`src/hw/refclk_out_regs.svh`:
```
// Register offsets, field positions, reset values and constants of the clock output block
`ifndef REFCLK_OUT_REGS_SVH
`define REFCLK_OUT_REGS_SVH

// ==========================================================================
// Register byte offsets
`define RCO_CTRL_OFS          8'h00
`define RCO_TRIG_OFS          8'h04
`define RCO_SYSREF_OFS        8'h08
`define RCO_STATUS_OFS        8'h0c

// ==========================================================================
// Output control register fields
`define RCO_CTRL_REPEAT_EN    0
`define RCO_CTRL_OVERRIDE     1
`define RCO_CTRL_OVR_FLAG_EN  2
`define RCO_CTRL_C_MODE_LO    4
`define RCO_CTRL_D_MODE_LO    6
`define RCO_CTRL_RST          8'h01

// ==========================================================================
// Trigger output control register fields
`define RCO_TRIG_EN           0
`define RCO_TRIG_MODE_LO      1
`define RCO_TRIG_DIV_LO       8
`define RCO_TRIG_EN_RST       1'b0
`define RCO_TRIG_MODE_RST     2'h0
`define RCO_TRIG_DIV_RST      8'h04
`define RCO_TRIG_MODE_TSTAMP  2'h3

// ==========================================================================
// Timing reference capture fields
`define RCO_SYSREF_SEL_LO     0
`define RCO_SYSREF_SEL_RST    4'h0

// ==========================================================================
// Status register fields
`define RCO_ST_REPEAT         0
`define RCO_ST_C_FUNC_LO      1
`define RCO_ST_D_FUNC_LO      4
`define RCO_ST_TRIG           7
`define RCO_ST_STRAPS_LO      8
`define RCO_ST_SYSREF_CNT_LO  16

`endif

```
`src/hw/refclk_out_pkg.sv`:
```
// Types shared by the clock output block
`default_nettype none
package refclk_out_pkg;

    // ======================================================================
    // Function driven onto a CMOS auxiliary pin
    typedef enum logic [2:0] {
        AUX_OFF,
        AUX_OVR,
        AUX_REF,
        AUX_REF2,
        AUX_REF4
    } aux_func_t;

    // ======================================================================
    // Output control register
    typedef struct packed {
        logic [1:0] aux_d_mode;
        logic [1:0] aux_c_mode;
        logic       overrange_flag_enable;
        logic       strap_override_enable;
        logic       ref_repeat_enable;
    } ctrl_t;

    // ======================================================================
    // Trigger output control register
    typedef struct packed {
        logic [7:0] rx_div;
        logic [1:0] mode;
        logic       enable;
    } trig_ctrl_t;

    // ======================================================================
    // Over-range flags of channels C and D
    typedef struct packed {
        logic ch_d;
        logic ch_c;
    } overrange_t;

endpackage : refclk_out_pkg
`default_nettype wire

```
`src/hw/ref_div_counter.sv`:
```
// Divide-by-2 and divide-by-4 counter stepped by reference rising edges
`timescale 1ns/1ps
`default_nettype none
module ref_div_counter #(
    parameter int WIDTH = 2
) (
    // Clock and reset
    input  wire logic clk_i,
    input  wire logic rst_i,
    input  wire logic ce_i,
    // Control
    input  wire logic en_i,
    input  wire logic ref_rise_i,
    // Divided clocks
    output logic      div2_o,
    output logic      div4_o
);

    logic [WIDTH-1:0] cnt_r;

    // ======================================================================
    // Counter starts cleared so both halves begin low on enable
    always_ff @(posedge clk_i) begin
        if (rst_i) begin
            cnt_r <= '0;
        end else if (ce_i) begin
            if (!en_i) begin
                cnt_r <= '0; // RL20
            end else if (ref_rise_i) begin
                cnt_r <= cnt_r + WIDTH'(1); // RL20
            end
        end
    end

    assign div2_o = cnt_r[0];
    assign div4_o = cnt_r[1];

    // ======================================================================
    // Checks
    property p_div_clear;
        @(posedge clk_i) disable iff (rst_i)
        ce_i && !en_i |=> cnt_r == '0;
    endproperty
    a_div_clear: assert property (p_div_clear) else $error("divider not cleared"); // RL20

    property p_div_step;
        @(posedge clk_i) disable iff (rst_i)
        ce_i && en_i && ref_rise_i |=> cnt_r == $past(cnt_r) + WIDTH'(1);
    endproperty
    a_div_step: assert property (p_div_step) else $error("divider missed edge"); // RL20

endmodule : ref_div_counter
`default_nettype wire

```
`src/hw/ref_clock_output_select.sv`:
```
// Reference repeat, trigger clock and CMOS auxiliary output selection
// Functional notes
// RL1 - Repeat output follows selected reference input
// RL2 - Repeat on with PLL, software can disable
// RL3 - Repeat needs PLL pin high, power-down low
// RL4 - Trigger source: timestamp or divided SerDes clock
// RL5 - Trigger output off until software enables it
// RL6 - Trigger frequency is lane rate over divider
// RL7 - CMOS outputs live at power-up; power-down kills
// RL8 - Straps enable both, divider only for C
// RL9 - Reference functions beat over-range flag
// RL10 - D reference needs nonzero C mode
// RL11 - Strap codes decode C off/flag/ref/half/quarter
// RL12 - Override modes decode C same way
// RL13 - D straps give ref; override as C
// RL14 - Timing reference comes from a separate source
// RL15 - Capture timing reference on deterministic edge
// RL16 - Windowed capture replaces fixed setup/hold
// RL17 - Accept single pulse or periodic reference
// RL18 - Periodic reference rate set by link format
// RL19 - PLL pin enables; select pin chooses input
// RL20 - Half/quarter from cleared reference-edge counters
//
// Decided for this implementation: the Wishbone register port and the register addresses.
`timescale 1ns/1ps
`default_nettype none
`include "refclk_out_regs.svh"
module ref_clock_output_select #(
    parameter bit QUAD_PART   = 1'b1,
    parameter int SYSREF_TAPS = 16
) (
    // Clock, reset and clock enable
    input  wire logic                    clk_i,
    input  wire logic                    rst_i,
    input  wire logic                    ce_i,
    // Wishbone slave
    input  wire logic                    cyc_i,
    input  wire logic                    stb_i,
    input  wire logic                    we_i,
    input  wire logic [7:0]              adr_i,
    input  wire logic [3:0]              sel_i,
    input  wire logic [31:0]             dat_i,
    output logic      [31:0]             dat_o,
    output logic                         ack_o,
    // Device pins
    input  wire logic                    pll_enable_pin_i,
    input  wire logic                    ref_input_select_pin_i,
    input  wire logic                    power_down_pin_i,
    input  wire logic [1:0]              clock_config_straps_i,
    // Clock and event inputs
    input  wire logic                    diff_ref_in_i,
    input  wire logic                    single_ended_ref_in_i,
    input  wire logic                    timestamp_in_i,
    input  wire logic                    serdes_tick_i,
    input  wire logic                    sysref_i,
    input  wire refclk_out_pkg::overrange_t overrange_i,
    // Clock outputs
    output logic                         ref_repeat_out_o,
    output logic                         trig_clock_out_o,
    output logic                         aux_out_c_o,
    output logic                         aux_out_d_o,
    output logic                         sysref_capture_o
);

    refclk_out_pkg::ctrl_t      ctrl_r;
    refclk_out_pkg::trig_ctrl_t trig_r;
    refclk_out_pkg::aux_func_t  c_func_r;
    refclk_out_pkg::aux_func_t  d_func_r;
    refclk_out_pkg::aux_func_t  c_func_nxt;
    refclk_out_pkg::aux_func_t  d_func_nxt;
    logic [3:0]                 sysref_sel_r;
    logic                       ack_r;
    logic [31:0]                rdat_r;
    logic                       ref_sel;
    logic                       ref_prev_r;
    logic                       ref_rise;
    logic                       div_en;
    logic                       div2;
    logic                       div4;
    logic [1:0]                 c_code;
    logic [1:0]                 d_code;
    logic                       ts_r;
    logic [7:0]                 trig_cnt_r;
    logic [SYSREF_TAPS-1:0]     sysref_line_r;
    logic                       sysref_tap;
    logic                       sysref_prev_r;
    logic [7:0]                 sysref_cnt_r;
    logic                       acc;
    logic                       wr;

    // ======================================================================
    // Wishbone slave: registered ack, one wait state, unmapped reads zero
    assign acc = cyc_i && stb_i && !ack_r;
    assign wr  = acc && we_i;

    always_ff @(posedge clk_i) begin
        if (rst_i) begin
            ack_r <= 1'b0;
        end else if (ce_i) begin
            ack_r <= acc;
        end
    end

    always_ff @(posedge clk_i) begin
        if (rst_i) begin
            ctrl_r <= refclk_out_pkg::ctrl_t'(`RCO_CTRL_RST);
        end else if (ce_i && wr && adr_i == `RCO_CTRL_OFS && sel_i[0]) begin
            ctrl_r.ref_repeat_enable     <= dat_i[`RCO_CTRL_REPEAT_EN]; // RL2
            ctrl_r.strap_override_enable <= dat_i[`RCO_CTRL_OVERRIDE];
            ctrl_r.overrange_flag_enable <= dat_i[`RCO_CTRL_OVR_FLAG_EN];
            ctrl_r.aux_c_mode            <= dat_i[`RCO_CTRL_C_MODE_LO +: 2];
            ctrl_r.aux_d_mode            <= dat_i[`RCO_CTRL_D_MODE_LO +: 2];
        end
    end

    always_ff @(posedge clk_i) begin
        if (rst_i) begin
            trig_r.enable <= `RCO_TRIG_EN_RST; // RL5
            trig_r.mode   <= `RCO_TRIG_MODE_RST;
            trig_r.rx_div <= `RCO_TRIG_DIV_RST;
        end else if (ce_i && wr && adr_i == `RCO_TRIG_OFS) begin
            if (sel_i[0]) begin
                trig_r.enable <= dat_i[`RCO_TRIG_EN];
                trig_r.mode   <= dat_i[`RCO_TRIG_MODE_LO +: 2];
            end
            if (sel_i[1]) begin
                trig_r.rx_div <= dat_i[`RCO_TRIG_DIV_LO +: 8];
            end
        end
    end

    always_ff @(posedge clk_i) begin
        if (rst_i) begin
            sysref_sel_r <= `RCO_SYSREF_SEL_RST;
        end else if (ce_i && wr && adr_i == `RCO_SYSREF_OFS && sel_i[0]) begin
            sysref_sel_r <= dat_i[`RCO_SYSREF_SEL_LO +: 4]; // RL16
        end
    end

    always_ff @(posedge clk_i) begin
        if (rst_i) begin
            rdat_r <= 32'h0;
        end else if (ce_i) begin
            rdat_r <= 32'h0;
            if (acc && !we_i) begin
                unique case (adr_i)
                    `RCO_CTRL_OFS: begin
                        rdat_r[`RCO_CTRL_REPEAT_EN]     <= ctrl_r.ref_repeat_enable;
                        rdat_r[`RCO_CTRL_OVERRIDE]      <= ctrl_r.strap_override_enable;
                        rdat_r[`RCO_CTRL_OVR_FLAG_EN]   <= ctrl_r.overrange_flag_enable;
                        rdat_r[`RCO_CTRL_C_MODE_LO +: 2] <= ctrl_r.aux_c_mode;
                        rdat_r[`RCO_CTRL_D_MODE_LO +: 2] <= ctrl_r.aux_d_mode;
                    end
                    `RCO_TRIG_OFS: begin
                        rdat_r[`RCO_TRIG_EN]            <= trig_r.enable;
                        rdat_r[`RCO_TRIG_MODE_LO +: 2]  <= trig_r.mode;
                        rdat_r[`RCO_TRIG_DIV_LO +: 8]   <= trig_r.rx_div;
                    end
                    `RCO_SYSREF_OFS: begin
                        rdat_r[`RCO_SYSREF_SEL_LO +: 4] <= sysref_sel_r;
                    end
                    `RCO_STATUS_OFS: begin
                        rdat_r[`RCO_ST_REPEAT]           <= ref_repeat_out_o;
                        rdat_r[`RCO_ST_C_FUNC_LO +: 3]   <= c_func_r;
                        rdat_r[`RCO_ST_D_FUNC_LO +: 3]   <= d_func_r;
                        rdat_r[`RCO_ST_TRIG]             <= trig_r.enable;
                        rdat_r[`RCO_ST_STRAPS_LO +: 2]   <= clock_config_straps_i;
                        rdat_r[`RCO_ST_SYSREF_CNT_LO +: 8] <= sysref_cnt_r;
                    end
                    default: begin
                        rdat_r <= 32'h0;
                    end
                endcase
            end
        end
    end

    assign ack_o = ack_r;
    assign dat_o = rdat_r;

    // ======================================================================
    // Reference repeat output
    // Select pin low picks the differential input, high the single-ended one
    assign ref_sel = ref_input_select_pin_i ? single_ended_ref_in_i : diff_ref_in_i; // RL19

    always_ff @(posedge clk_i) begin
        if (rst_i) begin
            ref_repeat_out_o <= 1'b0;
        end else if (ce_i) begin
            // Power-down wins so the board cannot keep this clock alive in it
            ref_repeat_out_o <= pll_enable_pin_i && !power_down_pin_i // RL3
                                && ctrl_r.ref_repeat_enable && ref_sel; // RL1 RL2
        end
    end

    // ======================================================================
    // Divided reference for the CMOS pins
    always_ff @(posedge clk_i) begin
        if (rst_i) begin
            ref_prev_r <= 1'b0;
        end else if (ce_i) begin
            ref_prev_r <= ref_sel;
        end
    end

    assign ref_rise = ref_sel && !ref_prev_r;
    assign div_en   = !power_down_pin_i
                      && (c_func_r == refclk_out_pkg::AUX_REF2
                          || c_func_r == refclk_out_pkg::AUX_REF4
                          || d_func_r == refclk_out_pkg::AUX_REF2
                          || d_func_r == refclk_out_pkg::AUX_REF4);

    ref_div_counter #(
        .WIDTH      (2)
    ) u_div (
        .clk_i      (clk_i),
        .rst_i      (rst_i),
        .ce_i       (ce_i),
        .en_i       (div_en),
        .ref_rise_i (ref_rise),
        .div2_o     (div2),
        .div4_o     (div4)
    );

    // ======================================================================
    // CMOS pin function decode
    // Straps set both enables but carry a divider only for pin C
    assign c_code = ctrl_r.strap_override_enable ? ctrl_r.aux_c_mode
                                                 : clock_config_straps_i; // RL8 RL11 RL12
    assign d_code = ctrl_r.strap_override_enable ? ctrl_r.aux_d_mode
                  : {1'b0, |clock_config_straps_i}; // RL8 RL13

    function automatic refclk_out_pkg::aux_func_t decode_func(
        input logic [1:0] code,
        input logic       flag_en
    );
        refclk_out_pkg::aux_func_t f;
        // Clock codes are tested first, flag only when the code is zero
        unique case (code)
            2'h1: f = refclk_out_pkg::AUX_REF; // RL9
            2'h2: f = refclk_out_pkg::AUX_REF2;
            2'h3: f = refclk_out_pkg::AUX_REF4;
            2'h0: f = (flag_en && QUAD_PART) ? refclk_out_pkg::AUX_OVR
                                              : refclk_out_pkg::AUX_OFF;
        endcase
        return f;
    endfunction : decode_func

    always_comb begin
        c_func_nxt = refclk_out_pkg::AUX_OFF;
        d_func_nxt = refclk_out_pkg::AUX_OFF;
        if (!power_down_pin_i) begin // RL7
            c_func_nxt = decode_func(c_code, ctrl_r.overrange_flag_enable); // RL11 RL12
            // Pin D carries a reference only while pin C does
            d_func_nxt = decode_func((c_code != 2'h0) ? d_code : 2'h0, // RL10
                                     ctrl_r.overrange_flag_enable); // RL13
        end
    end

    always_ff @(posedge clk_i) begin
        if (rst_i) begin
            c_func_r <= refclk_out_pkg::AUX_OFF;
            d_func_r <= refclk_out_pkg::AUX_OFF;
        end else if (ce_i) begin
            c_func_r <= c_func_nxt;
            d_func_r <= d_func_nxt;
        end
    end

    function automatic logic aux_level(
        input refclk_out_pkg::aux_func_t f,
        input logic                      flag,
        input logic                      ref_lvl,
        input logic                      d2,
        input logic                      d4
    );
        logic v;
        unique case (f)
            refclk_out_pkg::AUX_OFF:  v = 1'b0;
            refclk_out_pkg::AUX_OVR:  v = flag;
            refclk_out_pkg::AUX_REF:  v = ref_lvl;
            refclk_out_pkg::AUX_REF2: v = d2;
            refclk_out_pkg::AUX_REF4: v = d4;
            default:                  v = 1'b0;
        endcase
        return v;
    endfunction : aux_level

    always_ff @(posedge clk_i) begin
        if (rst_i) begin
            aux_out_c_o <= 1'b0;
            aux_out_d_o <= 1'b0;
        end else if (ce_i) begin
            aux_out_c_o <= !power_down_pin_i // RL7
                           && aux_level(c_func_r, overrange_i.ch_c, ref_sel, div2, div4);
            aux_out_d_o <= !power_down_pin_i
                           && aux_level(d_func_r, overrange_i.ch_d, ref_sel, div2, div4);
        end
    end

    // ======================================================================
    // Trigger / clock output
    // A divider of zero or one leaves the output low: no half period exists
    always_ff @(posedge clk_i) begin
        if (rst_i) begin
            ts_r       <= 1'b0;
            trig_cnt_r <= 8'h0;
        end else if (ce_i) begin
            ts_r <= timestamp_in_i;
            if (!trig_r.enable || trig_r.mode == `RCO_TRIG_MODE_TSTAMP) begin
                trig_cnt_r <= 8'h0;
            end else if (serdes_tick_i) begin
                trig_cnt_r <= (trig_cnt_r + 8'h1 >= trig_r.rx_div) ? 8'h0 // RL6
                              : trig_cnt_r + 8'h1;
            end
        end
    end

    always_ff @(posedge clk_i) begin
        if (rst_i) begin
            trig_clock_out_o <= 1'b0;
        end else if (ce_i) begin
            if (!trig_r.enable) begin
                trig_clock_out_o <= 1'b0; // RL5
            end else if (trig_r.mode == `RCO_TRIG_MODE_TSTAMP) begin
                trig_clock_out_o <= ts_r; // RL4
            end else begin
                trig_clock_out_o <= trig_cnt_r < {1'b0, trig_r.rx_div[7:1]}; // RL4 RL6
            end
        end
    end

    // ======================================================================
    // Timing reference capture through a selectable delay window
    // Source separation and rate are the system's duty; any rising edge is accepted
    always_ff @(posedge clk_i) begin
        if (rst_i) begin
            sysref_line_r <= '0;
            sysref_prev_r <= 1'b0;
            sysref_cnt_r  <= 8'h0;
        end else if (ce_i) begin
            sysref_line_r <= {sysref_line_r[SYSREF_TAPS-2:0], sysref_i}; // RL16
            sysref_prev_r <= sysref_tap;
            if (sysref_tap && !sysref_prev_r) begin
                sysref_cnt_r <= sysref_cnt_r + 8'h1; // RL17
            end
        end
    end

    assign sysref_tap = sysref_line_r[sysref_sel_r];

    always_ff @(posedge clk_i) begin
        if (rst_i) begin
            sysref_capture_o <= 1'b0;
        end else if (ce_i) begin
            sysref_capture_o <= sysref_tap && !sysref_prev_r; // RL15 RL17
        end
    end

    // ======================================================================
    // Checks
    property p_repeat_pd;
        @(posedge clk_i) disable iff (rst_i)
        ce_i && power_down_pin_i |=> !ref_repeat_out_o;
    endproperty
    a_repeat_pd: assert property (p_repeat_pd) else $error("repeat on in power-down"); // RL3

    property p_repeat_off;
        @(posedge clk_i) disable iff (rst_i)
        ce_i && (!ctrl_r.ref_repeat_enable || !pll_enable_pin_i) |=> !ref_repeat_out_o;
    endproperty
    a_repeat_off: assert property (p_repeat_off) else $error("repeat not disabled"); // RL2

    property p_repeat_src;
        @(posedge clk_i) disable iff (rst_i)
        ce_i && pll_enable_pin_i && !power_down_pin_i && ctrl_r.ref_repeat_enable
        |=> ref_repeat_out_o == ($past(ref_input_select_pin_i) ? $past(single_ended_ref_in_i)
                                                               : $past(diff_ref_in_i));
    endproperty
    a_repeat_src: assert property (p_repeat_src) else $error("repeat wrong source"); // RL1

    property p_aux_pd;
        @(posedge clk_i) disable iff (rst_i)
        ce_i && power_down_pin_i ##1 ce_i |=> !aux_out_c_o && !aux_out_d_o;
    endproperty
    a_aux_pd: assert property (p_aux_pd) else $error("aux active in power-down"); // RL7

    property p_d_needs_c;
        @(posedge clk_i) disable iff (rst_i)
        ce_i && c_code == 2'h0 |=> d_func_r inside {refclk_out_pkg::AUX_OFF,
                                                    refclk_out_pkg::AUX_OVR};
    endproperty
    a_d_needs_c: assert property (p_d_needs_c) else $error("pin D ref without pin C"); // RL10

    property p_c_strap;
        @(posedge clk_i) disable iff (rst_i)
        ce_i && !power_down_pin_i && !ctrl_r.strap_override_enable
        && clock_config_straps_i == 2'h2 |=> c_func_r == refclk_out_pkg::AUX_REF2;
    endproperty
    a_c_strap: assert property (p_c_strap) else $error("strap decode wrong"); // RL11

    property p_d_strap;
        @(posedge clk_i) disable iff (rst_i)
        ce_i && !power_down_pin_i && !ctrl_r.strap_override_enable
        && clock_config_straps_i == 2'h3 |=> d_func_r == refclk_out_pkg::AUX_REF;
    endproperty
    a_d_strap: assert property (p_d_strap) else $error("pin D strap not undivided"); // RL13

    property p_trig_off;
        @(posedge clk_i) disable iff (rst_i)
        ce_i && !trig_r.enable |=> !trig_clock_out_o;
    endproperty
    a_trig_off: assert property (p_trig_off) else $error("trigger out while off"); // RL5

    property p_trig_wrap;
        @(posedge clk_i) disable iff (rst_i)
        ce_i && trig_r.enable && trig_r.mode != `RCO_TRIG_MODE_TSTAMP && serdes_tick_i
        && trig_r.rx_div != 8'h0 && trig_cnt_r == trig_r.rx_div - 8'h1 |=> trig_cnt_r == 8'h0;
    endproperty
    a_trig_wrap: assert property (p_trig_wrap) else $error("divider wrap wrong"); // RL6

    property p_capture;
        @(posedge clk_i) disable iff (rst_i)
        $past(ce_i) && sysref_capture_o |-> $past(sysref_tap) && !$past(sysref_prev_r);
    endproperty
    a_capture: assert property (p_capture) else $error("capture without edge"); // RL15

endmodule : ref_clock_output_select
`default_nettype wire

```
`config.mk`:
```
export PLATFORM = sky130hd
export DESIGN_NAME = ref_clock_output_select
export DESIGN_NICKNAME = d
export VERILOG_FILES = /design/src/hw/refclk_out_pkg.sv /design/src/hw/ref_div_counter.sv /design/src/hw/ref_clock_output_select.sv
export VERILOG_INCLUDE_DIRS = /design/src /design/src/hw
export SDC_FILE = /design/constraint.sdc
export NUM_CORES = 1
export LEC_CHECK = 0
export BUFFER_PORTS_ARGS = -buffer_cell sky130_fd_sc_hd__buf_2
export CAP_MARGIN = 20
export CORE_MARGIN = 2
export CORE_UTILIZATION = 39
export DETAILED_ROUTE_END_ITERATION = 10
export MAX_ROUTING_LAYER = met4
export PLACE_DENSITY = 0.68
export SKIP_LAST_GASP = 1
export SYNTH_ARGS = -nofsm -noshare
export SYNTH_HDL_FRONTEND = slang
export SYNTH_SLANG_ARGS = --single-unit
```
`constraint.sdc`:
```
create_clock -name clk_i -period 7.8 [get_ports clk_i]
set_input_delay 0.39 -clock clk_i [delete_from_list [all_inputs] [get_ports clk_i]]
set_output_delay 0.39 -clock clk_i [all_outputs]
set_load 0.1 [all_outputs]
```
==> run summary <==
====================================================================================
Final Hold Viols ......................................................            0
Area enclosed by the die boundary .....................................    12800 µm²
CP Data Required Time .................................................      8.06 ns
Filler Cell Count .....................................................         1120
Synth top area cells .................................................. sky130_fd_sc_hd__dfxtp_1 (41%), sky130_fd_sc_hd__mux2i_1 (11%), sky130_fd_sc_hd__nor2_1 (7.2%)
Total GRT Usage .......................................................        18.0%
Synth top cells by count .............................................. sky130_fd_sc_hd__dfxtp_1 (95), sky130_fd_sc_hd__nor2_1 (89), sky130_fd_sc_hd__mux2i_1 (49), sky130_fd_sc_hd__nand2_1 (37), sky130_fd_sc_hd__a21oi_1 (34)
RSZ-0062 raised after global routing ..................................           no
Register-to-register path setup slack .................................      4.97 ns
Sequential cell area ..................................................     1900 µm²
Yosys warnings ........................................................            0
Source of the worst hold timing path ..................................     dat_i[5]
Vias in the first global route ........................................         3758
Drt total wl ..........................................................     10500 µm
Sort of element at the end of the critical path .......................         flop
Non-filler cells, final ...............................................          718
Crit Path Category .................................................... flop to flop
Final-report max-slew violation count .................................            0
Area of the core ......................................................    11500 µm²
Clock tree buffer depth ...............................................            2
Diodes inserted .......................................................            0
Area added between synthesis and finish ...............................        14.7%
Clk sinks .............................................................           95
Final setup viols .....................................................            0
Cell taking the most area after synthesis ............................. sky130_fd_sc_hd__dfxtp_1
Count of input and output buffers .....................................           73
Number of buffers inserted by hold repair at cts ......................            0
Main combinational cell family by area after synthesis ................ simple AND/OR/NAND/NOR gates
Skew-Pair Late Insertion Delay ........................................      0.33 ns
Root Buffer ........................................................... sky130_fd_sc_hd__clkbuf_16
Total power draw ......................................................       982 µW
Cell variety after synth ..............................................           58
Classification of the worst-slack hold path ........................... input pin to flop
Initial cell density of the core ......................................        40.2%
Number of gates resized after CTS .....................................            0
Routed length per instance ............................................      14.6 µm
Pin count of the biggest net entering global routing ..................           96
EDFF count, synth .....................................................            0
Max Cap Violations ....................................................            0
#FFs+latches synth ....................................................           95
Worst clock skew on the final layout ..................................   0.00517 ns
Depth of the worst register-to-register path ..........................           10
Area of the multi-input gates .........................................     2520 µm²
Delay of the slowest cell on the worst path ...........................      0.44 ns
Number of placed I/O pins .............................................          100
Via count .............................................................         3817
Main flop type after synthesis ........................................ sky130_fd_sc_hd__dfxtp_1
Post-Synth Adder-Cell Area ............................................        6.49%
Cells after synthesis .................................................          513
Top delay family on crit path ......................................... compound AO/OA/AOI/OAI gates
Hold Path End .........................................................    ctrl_r[4]
Clock buffer count from CTS ...........................................            9
Power per standard cell area ..........................................   185 nW/µm²
Final weighted congestion of routability-driven global placement ......        0.866
DP HPWL ...............................................................      7720 µm
Start of the worst register-to-register path .......................... trig_cnt_r[0]
Synth Area in XOR/XNOR ................................................        2.08%
Cell depth of the worst min-delay path ................................            3
Cell with the biggest individual delay on the critical path ........... sky130_fd_sc_hd__dfxtp_1
Antenna-violating nets left ...........................................            0
Average via count per standard cell ...................................         5.32
Clock slew seen by the registers of the worst setup and hold paths ....      0.07 ns
Most repeated library cell on the critical path ....................... sky130_fd_sc_hd__ha_1
IR Drop Worst-Case VDD ................................................  0.0000802 V
Number of nets at the end of the flow .................................          656
Proportion of layout cells with a drive suffix above 1 ................        19.0%
Final Cycle Share .....................................................        36.3%
Highest fanout seen on the critical path ..............................           10
Horizontal die dimension ..............................................       113 µm
Pleak .................................................................      2.25 nW
Compound-cell area share of the yosys netlist .........................        14.5%
CP cell instances ..................................................... ha_1 > nand3_1 > nor2_1 > xor2_1 > ha_1 > a21o_1 > a211o_1 > a41oi_2 > nand4b_1 > a31oi_1
Data arrival, critical path ...........................................      3.09 ns
Relative slew slack ...................................................        36.7%
Antenna violations before repair ......................................            0
Number of remaining DRC errors ........................................            5
Detailed router's first-iteration violation count .....................          210
Cell area after technology mapping ....................................     4630 µm²
Number of standard-cell rows in the floorplan .........................           39
Pre-Repair DR Iteration Count .........................................            7
Actual slew at the worst max-slew pin .................................     0.950 ns
Proportion of synthesized flip-flops having asynchronous set or reset .           0%
Buffer and inverter count on the worst path ...........................            0
Maximum operating frequency ...........................................      353 MHz
Wire length of the first global-routing pass ..........................     18000 µm
Post-CTS setup repair buffer count ....................................            0
Kind of start point of the critical path ..............................         flop
H-tree levels .........................................................            3
Post-synth top area share .............................................        41.1%
Status ................................................................ finished with violations
Share of synthesized area occupied by flip-flops and latches ..........        41.1%
Final global-route overflow total .....................................            0
Placed cells ..........................................................          702
CTS tree ..............................................................          yes
Worst reg2reg endpoint ................................................ trig_cnt_r[2]
Mean cell area of the mapped netlist ..................................     9.02 µm²
Violations in the final reports .......................................          DRC
Setup Total Neg Slack .................................................         0 ns
Die boundary height ...................................................       113 µm
Most frequently used cell type in the post-synthesis netlist .......... sky130_fd_sc_hd__dfxtp_1
Share of synthesized cell area in and, or, nand and nor gates .........        18.1%
Clock period minus worst slack ........................................      2.83 ns
Share of synthesized area spent on multiplexers .......................        12.5%
====================================================================================
[state kept, by name, indices dropped and copies added (netlist names)]
| register | cells |
|---|---|
| ts_r | 1 |
| ref_repeat_out_o | 1 |
| ack_o | 1 |
| d_func_r | 3 |
| sysref_cnt_r | 8 |
| u_div.cnt_r | 2 |
| sysref_sel_r | 4 |
| sysref_capture_o | 1 |
| ctrl_r | 7 |
| sysref_line_r | 16 |
| c_func_r | 3 |
| aux_out_d_o | 1 |
| trig_clock_out_o | 1 |
| trig_r | 11 |
| dat_o | 24 |
| ref_prev_r | 1 |
| sysref_prev_r | 1 |
| aux_out_c_o | 1 |
| trig_cnt_r | 8 |
[report_power, final]
group          total (mW)  internal (mW)  leakage [nW]  switching [mW]
clock               0.417          0.232         0.134           0.184
combinational      0.0740         0.0197          1.35          0.0543
sequential          0.491          0.488         0.766         0.00308
total               0.982          0.740          2.25           0.242
[cell usage in the layout (no fill, tap or decap), types with 2 or more instances in the layout]
cell type and n:
sky130_fd_sc_hd__clkinvlp_4 3, sky130_fd_sc_hd__nor2_1 89, sky130_fd_sc_hd__xor2_1 3, sky130_fd_sc_hd__o211ai_1 3, sky130_fd_sc_hd__nand3b_1 2, sky130_fd_sc_hd__inv_1 14
sky130_fd_sc_hd__xnor2_1 8, sky130_fd_sc_hd__nor2b_1 3, sky130_fd_sc_hd__a31oi_1 2, sky130_fd_sc_hd__and3_1 6, sky130_fd_sc_hd__a21oi_1 34, sky130_fd_sc_hd__nand2b_1 3
sky130_fd_sc_hd__o21ai_0 6, sky130_fd_sc_hd__ha_1 24, sky130_fd_sc_hd__a311oi_1 2, sky130_fd_sc_hd__clkbuf_16 9, sky130_fd_sc_hd__conb_1 8, sky130_fd_sc_hd__a21o_1 4
sky130_fd_sc_hd__o22ai_1 2, sky130_fd_sc_hd__a211oi_1 5, sky130_fd_sc_hd__and2_1 2, sky130_fd_sc_hd__a2111oi_2 2, sky130_fd_sc_hd__nor3_1 3, sky130_fd_sc_hd__a22oi_1 28
sky130_fd_sc_hd__nand2_1 37, sky130_fd_sc_hd__o31ai_1 2, sky130_fd_sc_hd__mux2_2 2, sky130_fd_sc_hd__clkbuf_8 2, sky130_fd_sc_hd__nand3_1 17, sky130_fd_sc_hd__nand4b_1 2
sky130_fd_sc_hd__dfxtp_1 95, sky130_fd_sc_hd__buf_2 73, sky130_fd_sc_hd__nor4_1 3, sky130_fd_sc_hd__mux4_2 3, sky130_fd_sc_hd__o21ai_1 2, sky130_fd_sc_hd__clkinv_2 2
sky130_fd_sc_hd__mux2i_1 49
[routing by layer]
layer / GRT usage (%) / wire length (µm) / up-vias
li1: - / - / 1904
met1: 23.4 / 5010 / 1811
met2: 27.5 / 4890 / 94
met3: 4.12 / 484 / 8
met4: 6.67 / 114 / 0
met5: - / 0 / -
[cell families (layout without fill, tap and decap cells)]
group,Yosys count,count (layout)
fa+ha+maj,24,24
compound gates,99,99
buf+inv,50,105
mux,54,54
xor+xnor,11,11
simple gates,179,179
flops,95,95
other cells,1,8
[worst register-to-register path, stage by stage, from the launching register on]
cell,delay [ns]
sky130_fd_sc_hd__dfxtp_1,0.44
sky130_fd_sc_hd__ha_1,0.25
sky130_fd_sc_hd__nand3_1,0.13
sky130_fd_sc_hd__nor2_1,0.15
sky130_fd_sc_hd__xor2_1,0.23
sky130_fd_sc_hd__ha_1,0.29
sky130_fd_sc_hd__a21o_1,0.19
sky130_fd_sc_hd__a211o_1,0.30
sky130_fd_sc_hd__a41oi_2,0.43
sky130_fd_sc_hd__nand4b_1,0.17
sky130_fd_sc_hd__a31oi_1,0.18
[metrics by stage]
stage / hold slack [ns] / utilization (%) / area, µm² / setup WS, ns
6_report: 0.287 / 46.1 / 5310 / 4.97
2_1_floorplan: 0.453 / - / 4660 / 5.35
5_1_grt: 0.279 / 46.1 / 5310 / 4.76
3_5_place_dp: 0.453 / 43.6 / 5030 / 4.98
3_3_place_gp: 0.453 / 43.6 / 5030 / 5.10
4_1_cts: 0.275 / 46.1 / 5310 / 4.96
[worst max-delay path by stage]
| stage | cells past startpoint | to | startpoint |
|---|---|---|---|
| CTS | 10 | trig_cnt_r[2] | trig_cnt_r[0] |
| finish | 10 | trig_cnt_r[2] | trig_cnt_r[0] |
| global placement | 10 | trig_cnt_r[2] | trig_cnt_r[0] |
| detailed placement | 10 | trig_cnt_r[2] | trig_cnt_r[0] |
| global route | 10 | trig_cnt_r[1] | trig_cnt_r[0] |
| floorplan | 10 | trig_cnt_r[2] | trig_cnt_r[0] |
[cell type report]
cell class                 instances  share of cell area [%]
tap                              143                    3.37
clock inverter                     5                   0.612
sequential                        95                    35.8
timing repair buffer              74                    7.02
multi-input combinational        375                    47.4
clock buffer                      11                    4.76
inverter                          15                    1.06
Power figures use the tool's default switching activity.
